===== config.mk =====
export PLATFORM = sky130hd
export DESIGN_NAME = ard_redirect
export DESIGN_NICKNAME = d
export VERILOG_FILES = /design/src/include/ard_pkg.sv /design/src/hdl/ard_redirect.sv
export VERILOG_INCLUDE_DIRS = /design/src /design/src/include
export SDC_FILE = /design/constraint.sdc
export NUM_CORES = 1
export LEC_CHECK = 0
export ABC_AREA = 1
export BUFFER_PORTS_ARGS = -buffer_cell sky130_fd_sc_hd__buf_2
export CAP_MARGIN = 5
export CORE_UTILIZATION = 47
export DETAILED_ROUTE_END_ITERATION = 10
export PLACE_DENSITY = 0.77
export RECOVER_POWER = 100
export SKIP_LAST_GASP = 1
export SYNTH_ARGS = -nofsm -noshare
export SYNTH_HDL_FRONTEND = slang
export SYNTH_SLANG_ARGS = --single-unit

===== constraint.sdc =====
create_clock -name clk_i -period 2.2 [get_ports clk_i]
set_input_delay 0.11 -clock clk_i [delete_from_list [all_inputs] [get_ports clk_i]]
set_output_delay 0.11 -clock clk_i [all_outputs]
set_load 0.1 [all_outputs]

===== src/include/ard_regs.svh =====
/*
 * register offsets, entry field positions and reset values for one
 * redirection entry with its delivery-kind and vector decode.
 * assumes a 32-bit avalon-mm slave port with word addressing (byte/4).
 */
// Behaviour
// - entry bits 10:8 hold the three-bit delivery kind field.
// - kind 000 fixed: normal interrupt to every destination, edge or level.
// - kind 001 lowest priority: one lowest-priority destination, edge or level.
// - system management kind ignores vector; software should write zero vector.
// - kind 100 sends non-maskable interrupt to all destinations, vector ignored.
// - kind 101 sends initialization to all destinations.
// - kind 111 external controller; acknowledge cycle routed to that controller.
// - bits 7:0 are a read/write vector number field.
// - bit 15 trigger type: one level, zero edge.
// - mask bit 16 set ignores input events; clear delivers them.
// - read-only bit 12 shows a send pending while delivery is held up.
// - bit 11 selects physical four-bit or logical eight-bit destination.
`ifndef ARD_REGS_SVH
`define ARD_REGS_SVH
`define ARD_OFF_LOW     4'h0
`define ARD_OFF_HIGH    4'h1
`define ARD_OFF_STAT    4'h2
`define ARD_VEC_LSB     0
`define ARD_VEC_MSB     7
`define ARD_KIND_LSB    8
`define ARD_KIND_MSB    10
`define ARD_DMODE_BIT   11
`define ARD_PEND_BIT    12
`define ARD_POL_BIT     13
`define ARD_TRIG_BIT    15
`define ARD_MASK_BIT    16
`define ARD_DEST_LSB    24
`define ARD_DEST_MSB    31
`define ARD_PHYS_MSB    27
`define ARD_LOW_WMASK   32'h0001_AFFF
`define ARD_LOW_RESET   32'h0001_0000
`define ARD_HIGH_WMASK  32'hFF00_0000
`define ARD_KIND_FIXED  3'h0
`define ARD_KIND_LOWPRI 3'h1
`define ARD_KIND_SMGMT  3'h2
`define ARD_KIND_NMI    3'h4
`define ARD_KIND_INIT   3'h5
`define ARD_KIND_EXT    3'h7
`endif


===== src/include/ard_pkg.sv =====
/*
 * types for the redirection entry delivery block.
 * assumes ard_regs.svh supplies the numeric constants.
 */
package ard_pkg;
   typedef enum logic [2:0] {
      ARD_DK_FIXED, ARD_DK_LOWPRI, ARD_DK_SMGMT, ARD_DK_RSV3,
      ARD_DK_NMI, ARD_DK_INIT, ARD_DK_RSV6, ARD_DK_EXT
   } ard_kind_t;

   // one delivery message handed to the processor side
   typedef struct packed {
      logic [7:0] dest;       // physical id in 3:0 or logical address
      logic       logical;    // destination interpretation bit
      logic [7:0] vector;     // zero where the kind ignores it
      logic       level;      // trigger type carried along
      logic       to_int;     // normal interrupt input
      logic       to_nmi;     // non-maskable input
      logic       to_init;    // initialization assertion
      logic       to_smgmt;   // system management input
      logic       lowest;     // only the lowest-priority processor
      logic       ext_ack;    // acknowledge cycle goes to external controller
   } ard_msg_t;

   typedef enum logic [1:0] {ARD_IDLE, ARD_SEND} ard_state_t;
endpackage


===== src/hdl/ard_redirect.sv =====
/*
 * one redirection entry: avalon-mm register access, input event capture,
 * delivery-kind decode and a held message to the local interrupt units.
 * assumes irq_i is an asynchronous pin and the message sink answers with
 * msg_accept_i on the same clock.
 */
// Our own choices: the Avalon-MM interface to the registers and the address map.
`include "ard_regs.svh"
module ard_redirect
   import ard_pkg::*;
(
   input  wire logic          clk_i,
   input  wire logic          reset_i,
   input  wire logic [3:0]    avs_address_i,
   input  wire logic          avs_read_i,
   input  wire logic          avs_write_i,
   input  wire logic [31:0]   avs_writedata_i,
   input  wire logic [3:0]    avs_byteenable_i,
   output logic [31:0]        avs_readdata_o,
   output logic               avs_waitrequest_o,
   output logic [1:0]         avs_response_o,
   input  wire logic          irq_i,
   output ard_msg_t           msg_o,
   output logic               msg_valid_o,
   input  wire logic          msg_accept_i
);

   logic [31:0] entry_low, next_entry_low;
   logic [31:0] entry_high, next_entry_high;
   logic [31:0] rdata, next_rdata;
   logic        ack, next_ack;
   logic [1:0]  resp, next_resp;
   logic        sync1, sync2, irq_prev;
   logic        raw_req;
   ard_state_t  state, next_state;
   ard_msg_t    msg, next_msg;
   logic [7:0]  sent_cnt, next_sent_cnt;
   logic        wreq, next_wreq;    // registered waitrequest
   logic        valid, next_valid;  // registered send pending

   // byte-enable merge of a write into the stored word
   // bits outside the write mask keep their stored value
   function automatic logic [31:0] merge(input logic [31:0] old,
                                         input logic [31:0] wd,
                                         input logic [3:0]  be,
                                         input logic [31:0] wm);
      logic [31:0] m;
      m = {{8{be[3]}}, {8{be[2]}}, {8{be[1]}}, {8{be[0]}}} & wm;
      merge = (old & ~m) | (wd & m);
   endfunction

   // build the message for the programmed delivery kind
   function automatic ard_msg_t build(input logic [31:0] lo,
                                      input logic [31:0] hi);
      ard_msg_t   m;
      logic [2:0] k;
      m = '0;
      k = lo[`ARD_KIND_MSB:`ARD_KIND_LSB];
      m.logical = lo[`ARD_DMODE_BIT];
      m.dest    = lo[`ARD_DMODE_BIT] ? hi[`ARD_DEST_MSB:`ARD_DEST_LSB]
                : {4'h0, hi[`ARD_PHYS_MSB:`ARD_DEST_LSB]};
      m.level   = lo[`ARD_TRIG_BIT];
      m.vector  = lo[`ARD_VEC_MSB:`ARD_VEC_LSB];
      // each kind picks one input; reserved kinds pick none
      unique case (k)
         `ARD_KIND_FIXED:  m.to_int = 1'b1;
         `ARD_KIND_LOWPRI: begin
            m.to_int = 1'b1;
            m.lowest = 1'b1;
         end
         `ARD_KIND_SMGMT: begin
            m.to_smgmt = 1'b1;
            m.vector   = 8'h00;
         end
         `ARD_KIND_NMI: begin
            m.to_nmi = 1'b1;
            m.vector = 8'h00;
         end
         `ARD_KIND_INIT: begin
            m.to_init = 1'b1;
            m.vector  = 8'h00;
         end
         `ARD_KIND_EXT: begin
            m.to_int  = 1'b1;
            m.ext_ack = 1'b1;
            m.vector  = 8'h00;  // external controller supplies it
         end
         default: m.to_int = 1'b0;  // reserved kinds deliver nothing
      endcase
      build = m;
   endfunction

   // pin synchroniser and edge memory
   // only sync2 and irq_prev feed logic: sync1 may still be settling
   always_ff @(posedge clk_i or posedge reset_i) begin
      if (reset_i) begin
         sync1    <= 1'b0;
         sync2    <= 1'b0;
         irq_prev <= 1'b0;
      end else begin
         sync1    <= irq_i;
         sync2    <= sync1;
         irq_prev <= sync2;
      end
   end

   // polarity, trigger type and mask give the request
   // level mode asks while active, edge mode only on a fresh edge
   always_comb begin
      logic act;
      logic act_prev;
      act      = sync2 ^ entry_low[`ARD_POL_BIT];
      act_prev = irq_prev ^ entry_low[`ARD_POL_BIT];
      raw_req  = entry_low[`ARD_TRIG_BIT] ? act : (act & ~act_prev);
      if (entry_low[`ARD_MASK_BIT])
         raw_req = 1'b0;
   end

   // bus slave and entry storage, next values
   // ack blocks a second take of a request still held in its answer cycle
   always_comb begin
      next_entry_low  = entry_low;
      next_entry_high = entry_high;
      next_rdata      = rdata;
      next_resp       = resp;
      next_ack        = 1'b0;
      next_wreq       = 1'b1;
      if ((avs_read_i || avs_write_i) && !ack) begin
         next_ack   = 1'b1;
         next_wreq  = 1'b0;
         next_resp  = 2'b00;
         next_rdata = 32'h0000_0000;
         unique case (avs_address_i)
            `ARD_OFF_LOW: begin
               next_rdata = entry_low;
               next_rdata[`ARD_PEND_BIT] = (state == ARD_SEND);
            end
            `ARD_OFF_HIGH: next_rdata = entry_high;
            `ARD_OFF_STAT: next_rdata = {24'h00_0000, sent_cnt};
            default:       next_resp  = 2'b10;  // slave error, reads zero
         endcase
      end
      // a write lands at the edge where the master sees waitrequest low
      if (ack && avs_write_i) begin
         if (avs_address_i == `ARD_OFF_LOW)
            next_entry_low = merge(entry_low, avs_writedata_i,
                                   avs_byteenable_i, `ARD_LOW_WMASK);
         if (avs_address_i == `ARD_OFF_HIGH)
            next_entry_high = merge(entry_high, avs_writedata_i,
                                    avs_byteenable_i, `ARD_HIGH_WMASK);
      end
   end

   // bus registers; waitrequest has its own flop, high out of reset
   always_ff @(posedge clk_i or posedge reset_i) begin
      if (reset_i) begin
         entry_low  <= `ARD_LOW_RESET;
         entry_high <= 32'h0000_0000;
         rdata      <= 32'h0000_0000;
         resp       <= 2'b00;
         ack        <= 1'b0;
         wreq       <= 1'b1;
      end else begin
         entry_low  <= next_entry_low;
         entry_high <= next_entry_high;
         rdata      <= next_rdata;
         resp       <= next_resp;
         ack        <= next_ack;
         wreq       <= next_wreq;
      end
   end

   // bus ports straight from registers
   assign avs_readdata_o    = rdata;
   assign avs_response_o    = resp;
   assign avs_waitrequest_o = wreq;

   // delivery sequencer: hold the message until the sink takes it
   // an edge seen while a message is pending is dropped, not queued
   always_comb begin
      next_state    = state;
      next_msg      = msg;
      next_sent_cnt = sent_cnt;
      unique case (state)
         ARD_IDLE: begin
            if (raw_req) begin
               next_msg   = build(entry_low, entry_high);
               next_state = (next_msg.to_int | next_msg.to_nmi |
                             next_msg.to_init | next_msg.to_smgmt)
                            ? ARD_SEND : ARD_IDLE;
            end
         end
         ARD_SEND: begin
            if (msg_accept_i) begin
               next_state    = ARD_IDLE;
               next_sent_cnt = sent_cnt + 8'h01;
            end
         end
         default: next_state = ARD_IDLE;
      endcase
      next_valid = (next_state == ARD_SEND);
   end

   // sequencer registers; valid is its own flop so the port needs no decode
   always_ff @(posedge clk_i or posedge reset_i) begin
      if (reset_i) begin
         state    <= ARD_IDLE;
         msg      <= '0;
         sent_cnt <= 8'h00;
         valid    <= 1'b0;
      end else begin
         state    <= next_state;
         msg      <= next_msg;
         sent_cnt <= next_sent_cnt;
         valid    <= next_valid;
      end
   end

   // message ports straight from registers
   assign msg_o       = msg;
   assign msg_valid_o = valid;

endmodule


---- Word level (Yosys, flattened, before mapping) ----
Cells that the tools add are included.
word-level totals
  register bits after elaboration ......... 138
  bits of input ports ..................... 46
  output and inout port bits .............. 60
  word-level logic and storage cells ...... 87
operators by class
  add/subtract/negate cells ............... 1
  equal/unequal tests ..................... 9
  mux-type cells .......................... 26
  bitwise gates (word level) .............. 15
  reductions and logical operators ........ 14
operators with widths
  kind                                           count
  bitwise AND 32 bit                             3
  case mux 32 bit (3 select lines)               1
  OR 32 bit                                      2
  bitwise AND 32 x 17 -> 32 bit                  1
  NOT 17 -> 32 bit                               1
  NOT 32 bit                                     1
  two-way mux 1 bit                              19
  two-way mux 8 bit                              2
  == test 3 bit, second input constant           3
  adder 8 x 1 -> 8 bit, second input constant    1
  AND reduction 2 bit                            4
  two-way mux 2 bit                              3
  OR reduction 3 bit                             2
  == test 2 x 1 -> 1 bit, second input constant  2
  == test 4 x 1 -> 1 bit, second input constant  1
  == test 4 x 2 -> 1 bit, second input constant  1
  zero test 4 bit                                1
  case mux 2 bit (2 select lines)                1
  OR reduction 4 bit                             1
  == test 3 x 1 -> 1 bit, second input constant  1
  == test 3 x 2 -> 1 bit, second input constant  1
  zero test 3 bit                                1
  OR 1 bit                                       3
  logical AND 1 bit                              2
  other kinds (6)                                7

---- Depth between registers and ports, before layout ----
Gate-level depths: netlist of the first run.
  depth after elaboration ................. 14
  depth in mapped cells ................... 8
  gate-level depth less buffers ........... 7

---- Worst setup path after synthesis of the first run ----
No wires, ideal clock.
  path type ............................... reg-to-reg
  start point ............................. register (tool-made name)
  end point ............................... register msg, in the netlist msg_o[0]
  setup time .............................. 0.076 ns
  arrival time ............................ 1.165 ns
  required time ........................... 2.124 ns
  slack ................................... 0.959 ns
  cell stages (with the launch flop) ...... 8
  buffers on the path ..................... 1
  clock period less this slack ............ 1.241 ns
  cell sequence ........................... dfstp_2 -> nor2_1 -> nand2_1 -> inv_1 -> nand2_1 -> buf_2 -> nand2_1 -> o21ai_1
RTL lines
  item                    RTL line             text
  end signal: assignment  ard_redirect.sv:213  msg <= next_msg;
  end: declaration        ard_redirect.sv:36   ard_msg_t msg, next_msg;

==> results of run 1 <==
-- layer usage --
layer / vias to the layer above / track usage (%)
met5: - / 0
met1: 1517 / 30.8
li1: 1662 / -
met2: 101 / 35.5
met4: 0 / 10.5
met3: 18 / 3.15
-- placed cells by master, fill, tap and decap left out, types with 3 or more instances in the layout --
cell type,count
sky130_fd_sc_hd__nor2_1,20
sky130_fd_sc_hd__inv_1,27
sky130_fd_sc_hd__dfrtp_1,86
sky130_fd_sc_hd__a21oi_1,3
sky130_fd_sc_hd__o21ai_0,25
sky130_fd_sc_hd__inv_2,4
sky130_fd_sc_hd__conb_1,10
sky130_fd_sc_hd__clkbuf_1,56
sky130_fd_sc_hd__nand4_1,9
sky130_fd_sc_hd__clkbuf_8,9
sky130_fd_sc_hd__buf_4,6
sky130_fd_sc_hd__nand2_1,201
sky130_fd_sc_hd__nand3_1,41
sky130_fd_sc_hd__dlygate4sd3_1,25
sky130_fd_sc_hd__buf_2,35
sky130_fd_sc_hd__o21ai_1,3
-- final cells by class --
type,count,area [sq um],area share (%)
clock inverter,6,90.1,1.90
timing repair buffer,124,694,14.6
clock buffer,10,128,2.69
multi-input combinational,322,1380,29.1
sequential,88,2200,46.4
tap,102,128,2.69
inverter,32,121,2.56
-- cell families (layout without fill, tap and decap cells) --
kind of cell	Yosys count	in the layout	share of synthesized area, %
DFF	88	88	57.7
other	1	10	0.0981
xor gates and xnor gates	3	3	0.688
adders and majority gates	1	1	0.327
buffers and inverters	55	172	6.74
and+or+nand+nor	276	276	30.1
AOI/OAI and AO/OA	32	32	4.35
-- through the flow --
| step | instance area (sq um) | power, mW |
|---|---|---|
| finish | 4750 | 4.55 |
| global route | 4750 | 4.77 |
| CTS | 4830 | 4.62 |
| detailed placement | 4360 | 3.36 |
| global placement | 4360 | 3.33 |
| floorplan | 3860 | 3.10 |
-- power breakdown --
| part | internal [mW] | switching (mW) | total, mW |
|---|---|---|---|
| Clock | 0.646 | 0.582 | 1.23 |
| Combinational | 0.218 | 1.14 | 1.35 |
| Sequential | 1.81 | 0.159 | 1.97 |
| Total | 2.67 | 1.88 | 4.55 |
-- worst paths after layout --
| check | slack (ps) | endpoint |
|---|---|---|
| min in group asynchronous | 440 | avs_readdata_o[24]$_DFFE_PP0P_ |
| hold / removal | 8 | flip-flop |
| max in group asynchronous | 600 | asynchronous set/reset pin |
| hold reg to reg | 360 | sync2$_DFF_PP0_ |
| setup / recovery | 230 | flip-flop |
| setup reg to reg | 230 | flip-flop |
-- worst max-delay path, delay by kind of cell (launching register included) --
family        cells  cell delay [ps]
flops             1              350
buf+inv           2             1110
simple gates      4              460
-- what timing repair did --
item | in CTS | in global routing
setup buffers | 0 | 4
setup endpoints to repair | 0 | 1
endpoints found under the hold margin | 43 | 0
hold buffers | 25 | 0
==> run_results.csv, run 1 <==
group,metric,value,unit
power_and_ir_drop,leakagePower,2.45,nW
route,route.detailed.drc,0,
yosys,netlist_instances,456,
route,detail_route.vias_per_cell,4.82,
timing,final-max-slew-violation-count,0,
die,row_count,32,
timing,clock.fmax,0.507,GHz
route,detail_route.wirelength,8700,um
timing,setup_viol,0,
clock_network,postCtsResizedCells,0,
die,dieHeight,92.2,um
yosys,seq_area_frac_synth,57.7,%
grt,antenna_found_initial,0,
worst_setup_path,crit_slowest_cell,"sky130_fd_sc_hd__dlygate4sd3_1",
cells_and_area,post-route-util,60.8,%
clock_network,clock_sink_count,88,
timing,postLayoutSetupSlackWorst,227,ps
clock_network,cts_made_buffers,9,
route,routedLengthMet1,4020,um
cells_and_area,area_added_between_synthesis_and_finish,24.2,%
worst_setup_path,crit_fanout,8,
yosys,synth_cell_type_count,26,
cells_and_area,fin_cells,684,
cells_and_area,fin_nets,624,
grt,groute.usage.overall,22.5,%
timing,final_min_period_over_clock_period,89.7,%
grt,grt_max_degree,47,
die,die_width,92.2,um
route,detailroute.wirelength.met2,4070,um
worst_setup_path,timing.rr.start,"ack$_DFF_PP0_",
power_and_ir_drop,peakVddDrop,0.000466,V
timing,finalHoldWorstSlack,8.05,ps
timing,finalCriticalPeriod,1970,ps
yosys,syn_area_per_cell,8.38,sq um
cells_and_area,insertedDiodeCount,0,
worst_setup_path,crit_chain,"nand2_1 > nor2_4 > nand3_1 > dlygate4sd3_1 > nand2_1 > dlygate4sd3_1",
clock_network,path_clk_slew,80,ps
timing,slew-limit-headroom,20.4,%
grt,first_pass_grt_wire_length,14600,um
yosys,synth-edff-count,0,
place,place_ws,758,ps
route,ant_nets,0,
worst_setup_path,worst-endpoint-arrival,2280,ps
yosys,yosys-top-cells-area,"sky130_fd_sc_hd__dfrtp_1 56%, sky130_fd_sc_hd__nand2_1 20%, sky130_fd_sc_hd__nand3_1 5.4%",
yosys,ys.flop_type,"sky130_fd_sc_hd__dfrtp_1",
route,wl_per_cell,12.7,um
route,drt_pre_antenna_iters,4,
yosys,yosys.cell_count.top_type,"sky130_fd_sc_hd__nand2_1",
worst_setup_path,slowest_delay,560,ps
clock_network,cts_tree,"done",
worst_setup_path,cp-startpoint,"ack$_DFF_PP0_",
clock_network,ctsHtreeMaxLevel,3,
route,routed-wl-met3,409,um
die,core_region_area,0.00781,sq mm
yosys,async_reset_ff_share,100,%
clock_network,clk_latency,360,ps
job,max_cap_viol_count,0,
yosys,yosysTopAreaCellShare,56.3,%
die,floorplan.die_area,0.00850,sq mm
route,highest-signal-layer,"met4",
place,numPortBuffers,87,
grt,gr-total-overflow,0,
min_path,hold_class,"input pin to flip-flop",
min_path,whs_path_depth,3,
grt,grt_pass1_vias,3102,
timing,max_slew.worst_pin.slew,1200,ps
route,routed-via-count,3298,
worst_setup_path,required,2510,ps
clock_network,cts_root_buffer,"sky130_fd_sc_hd__clkbuf_8",
worst_setup_path,critical_path.endpoint_type,"flip-flop",
worst_setup_path,crit_type,"flip-flop to flip-flop",
power_and_ir_drop,power.density,959,mW/mm^2
die,start_util,49.0,%
timing,rsz0062_at_grt,"no",
yosys,post_synth_instance_area,0.00382,sq mm
place,gpl.final_weighted_congestion,0.864,
worst_setup_path,kind_of_launch_point_of_the_worst_setup_path,"flip-flop",
place,placed_cells,639,
worst_setup_path,worstRegToRegCells,6,
timing,timing_hold_violations_final,0,
min_path,min-delay-start,"avs_writedata_i[4]",
timing,setup_tns,0,ps
yosys,ys_warn_count,0,
cells_and_area,final_layout_size_suffix_gt1_share,11.9,%
timing,fin_skew,9.37,ps
yosys,post_synth_most_frequent_cells,"199 x sky130_fd_sc_hd__nand2_1, 86 x sky130_fd_sc_hd__dfrtp_1, 41 x sky130_fd_sc_hd__nand3_1",
route,detail_route.iter0.violations,207,
cells_and_area,fillCellCount,734,
status,run_status,"complete, no violations",
clock_network,ctsLongestPathBuffers,2,
yosys,synth_top_area_cell,"sky130_fd_sc_hd__dfrtp_1",
die,design.portCount,106,
yosys,ys_seq_elements,88,
place,hpwlAfterDp,6090,um
Power figures use the tool's default switching activity.
==> inputs of run 2 (changes only) <==
CORE_MARGIN = 2   (was unset)
==> run 2 against run 1 <==
Effect of this change: utilization grew 0.064 points; largest cell class unchanged; combinational power is essentially flat; total power shrank 0.93%; via count grew 2.2%; largest power group unchanged; worst setup slack gained 20 ps; fmax grew 1.0%; highest routed layer unchanged; register-to-register slack gained 20 ps; global-route usage shrank 0.98 points; hold slack gained 36 ps; cell count grew 0.15%; clock power shrank 4%; count of clock-buffer cells in the layout shrank 1.
==> run_results.csv, run 2 (synthesis gave the netlist of run 1 again) <==
group,metric,value,unit
status,run_status,"complete, no violations",
power_and_ir_drop,combinationalPowerShare,30.3,%
route,drt_pre_antenna_iters,4,
timing,setup_tns,0,ps
clock_network,ctsLongestPathBuffers,2,
cells_and_area,fillCellCount,726,
clock_network,clk_latency,370,ps
worst_setup_path,timing.rr.start,"ack$_DFF_PP0_",
min_path,hold_class,"input pin to flip-flop",
clock_network,cts_made_buffers,9,
power_and_ir_drop,power.density,949,mW/mm^2
clock_network,cts_root_buffer,"sky130_fd_sc_hd__clkbuf_8",
min_path,min-delay-start,"avs_byteenable_i[1]",
place,hpwlAfterDp,6060,um
timing,finalCriticalPeriod,1950,ps
worst_setup_path,critical-path-top-delay-family,"buffers and inverters",
timing,max_slew.worst_pin.slew,1240,ps
worst_setup_path,ff2ff_setup_slack,250,ps
timing,final-max-slew-violation-count,0,
route,ant_nets,0,
grt,antenna_found_initial,0,
worst_setup_path,crit_slowest_cell,"sky130_fd_sc_hd__dlygate4sd3_1",
clock_network,path_clk_slew,90,ps
worst_setup_path,critical_path.n_buffers_inverters,2,
route,detail_route.wirelength,8820,um
power_and_ir_drop,peakVddDrop,0.000364,V
route,routed-via-count,3370,
worst_setup_path,slowest_delay,560,ps
worst_setup_path,crit_type,"flip-flop to flip-flop",
die,die_width,94.2,um
timing,setup_viol,0,
min_path,whs_path_depth,3,
cells_and_area,mostFrequentLayoutCell,"sky130_fd_sc_hd__nand2_1",
grt,grt_pass1_vias,3264,
die,start_util,49.0,%
power_and_ir_drop,clockPowerShare,26.1,%
die,design.portCount,106,
route,detail_route.iter0.violations,240,
cells_and_area,area.sequential,0.00220,sq mm
worst_setup_path,worstRegToRegCells,6,
route,wl_per_cell,12.9,um
power_and_ir_drop,share_seq_of_total_power,43.6,%
timing,fin_skew,12.8,ps
worst_setup_path,crit_chain,"nand2_1 > nor2_4 > nand3_1 > dlygate4sd3_1 > nand2_1 > dlygate4sd3_1",
cells_and_area,area_added_between_synthesis_and_finish,24.4,%
cells_and_area,final_layout_size_suffix_gt1_share,11.5,%
clock_network,ctsHtreeMaxLevel,3,
worst_setup_path,critical_path.endpoint_type,"flip-flop",
grt,first_pass_grt_wire_length,14700,um
grt,groute.usage.overall,21.5,%
worst_setup_path,crit_fanout,6,
worst_setup_path,worst-endpoint-arrival,2260,ps
route,detail_route.vias_per_cell,4.92,
die,core_region_area,0.00781,sq mm
die,dieHeight,94.2,um
place,place_ws,744,ps
grt,gr-total-overflow,0,
clock_network,clock_sink_count,88,
place,numPortBuffers,87,
die,row_count,32,
place,gpl.final_weighted_congestion,0.930,
die,floorplan.die_area,0.00887,sq mm
power_and_ir_drop,leakagePower,2.45,nW
cells_and_area,insertedDiodeCount,0,
power_and_ir_drop,intPower,2.59,mW
grt,grt_max_degree,89,
timing,clock.fmax,0.512,GHz
timing,final_min_period_over_clock_period,88.8,%
cells_and_area,layout.cells.most_common_list,"201 x sky130_fd_sc_hd__nand2_1, 86 x sky130_fd_sc_hd__dfrtp_1, 57 x sky130_fd_sc_hd__clkbuf_1",
cells_and_area,fin_nets,625,
worst_setup_path,required,2510,ps
timing,rsz0062_at_grt,"no",
timing,postLayoutSetupSlackWorst,247,ps
timing,timing_hold_violations_final,0,
cells_and_area,multi_input_area,0.00138,sq mm
worst_setup_path,kind_of_launch_point_of_the_worst_setup_path,"flip-flop",
timing,slew-limit-headroom,17.4,%
power_and_ir_drop,power.switching_fraction,42.7,%
clock_network,cts_tree,"done",
route,route.detailed.drc,0,
power_and_ir_drop,net-switching-power,1.92,mW
job,max_cap_viol_count,0,
==> run 2: layout make-up <==
class | instances | share of cell area [%]
Inverter | 32 | 2.61
Multi-Input combinational cell | 322 | 29.1
Timing Repair Buffer | 125 | 14.8
Clock buffer | 9 | 2.61
Tap cell | 102 | 2.68
Sequential cell | 88 | 46.4
Clock inverter | 7 | 1.82
==> run 2: worst min-delay path, cell delays in order <==
cell                      delay, ps
sky130_fd_sc_hd__buf_2          140
sky130_fd_sc_hd__nand3_1         80
sky130_fd_sc_hd__nand2_1         50
==> run 2: through the flow <==
step	utilization [%]	hold slack (ps)	power, mW	area (sq um)	instances
global placement	55.9	219	3.34	4370	640
finish	60.9	44.4	4.51	4750	685
detailed placement	55.9	220	3.37	4370	640
CTS	61.9	4.48	4.58	4840	682
global route	60.9	52.0	4.74	4750	685
floorplan	-	141	3.10	3860	465
==> run 2: worst max path at each step <==
stage / startpoint / to / slack (ps) / cells past startpoint
floorplan: flip-flop / msg_o[0]$_DFFE_PP0P_ / 960 / 7
global placement: ack$_DFF_PP0_ / avs_response_o[1]$_DFFE_PP0P_ / 790 / 4
detailed placement: ack$_DFF_PP0_ / avs_response_o[1]$_DFFE_PP0P_ / 740 / 4
CTS: ack$_DFF_PP0_ / flip-flop / 50 / 6
global route: ack$_DFF_PP0_ / flip-flop / 110 / 6
finish: ack$_DFF_PP0_ / flip-flop / 250 / 6
==> run 2: power by group through the flow <==
stage                     registers (mW)  logic, mW  clock network, mW
after global routing                1.99       1.46               1.29
after CTS                           1.96       1.42               1.20
after floorplan                     2.68      0.420                  0
after detailed placement            1.99       1.37                  0
after global placement              1.99       1.35                  0
final                               1.97       1.36               1.18
==> run 2: metal layers <==
layer	global-route usage, %	share of wire, %	vias up	wire [um]
met2	34.6	47	122	4130
met4	8.82	2.3	0	204
li1	-	-	1662	-
met3	4.82	6.1	19	536
met1	28.3	45	1567	3950
met5	0	0	-	0
==> run 2: repair_timing <==
item | 4_1_cts | 5_1_grt
gates resized for setup | 0 | 0
hold buffers | 26 | 1
setup endpoints to repair | 0 | 1
setup buffers | 0 | 2
endpoints found under the hold margin | 109 | 1
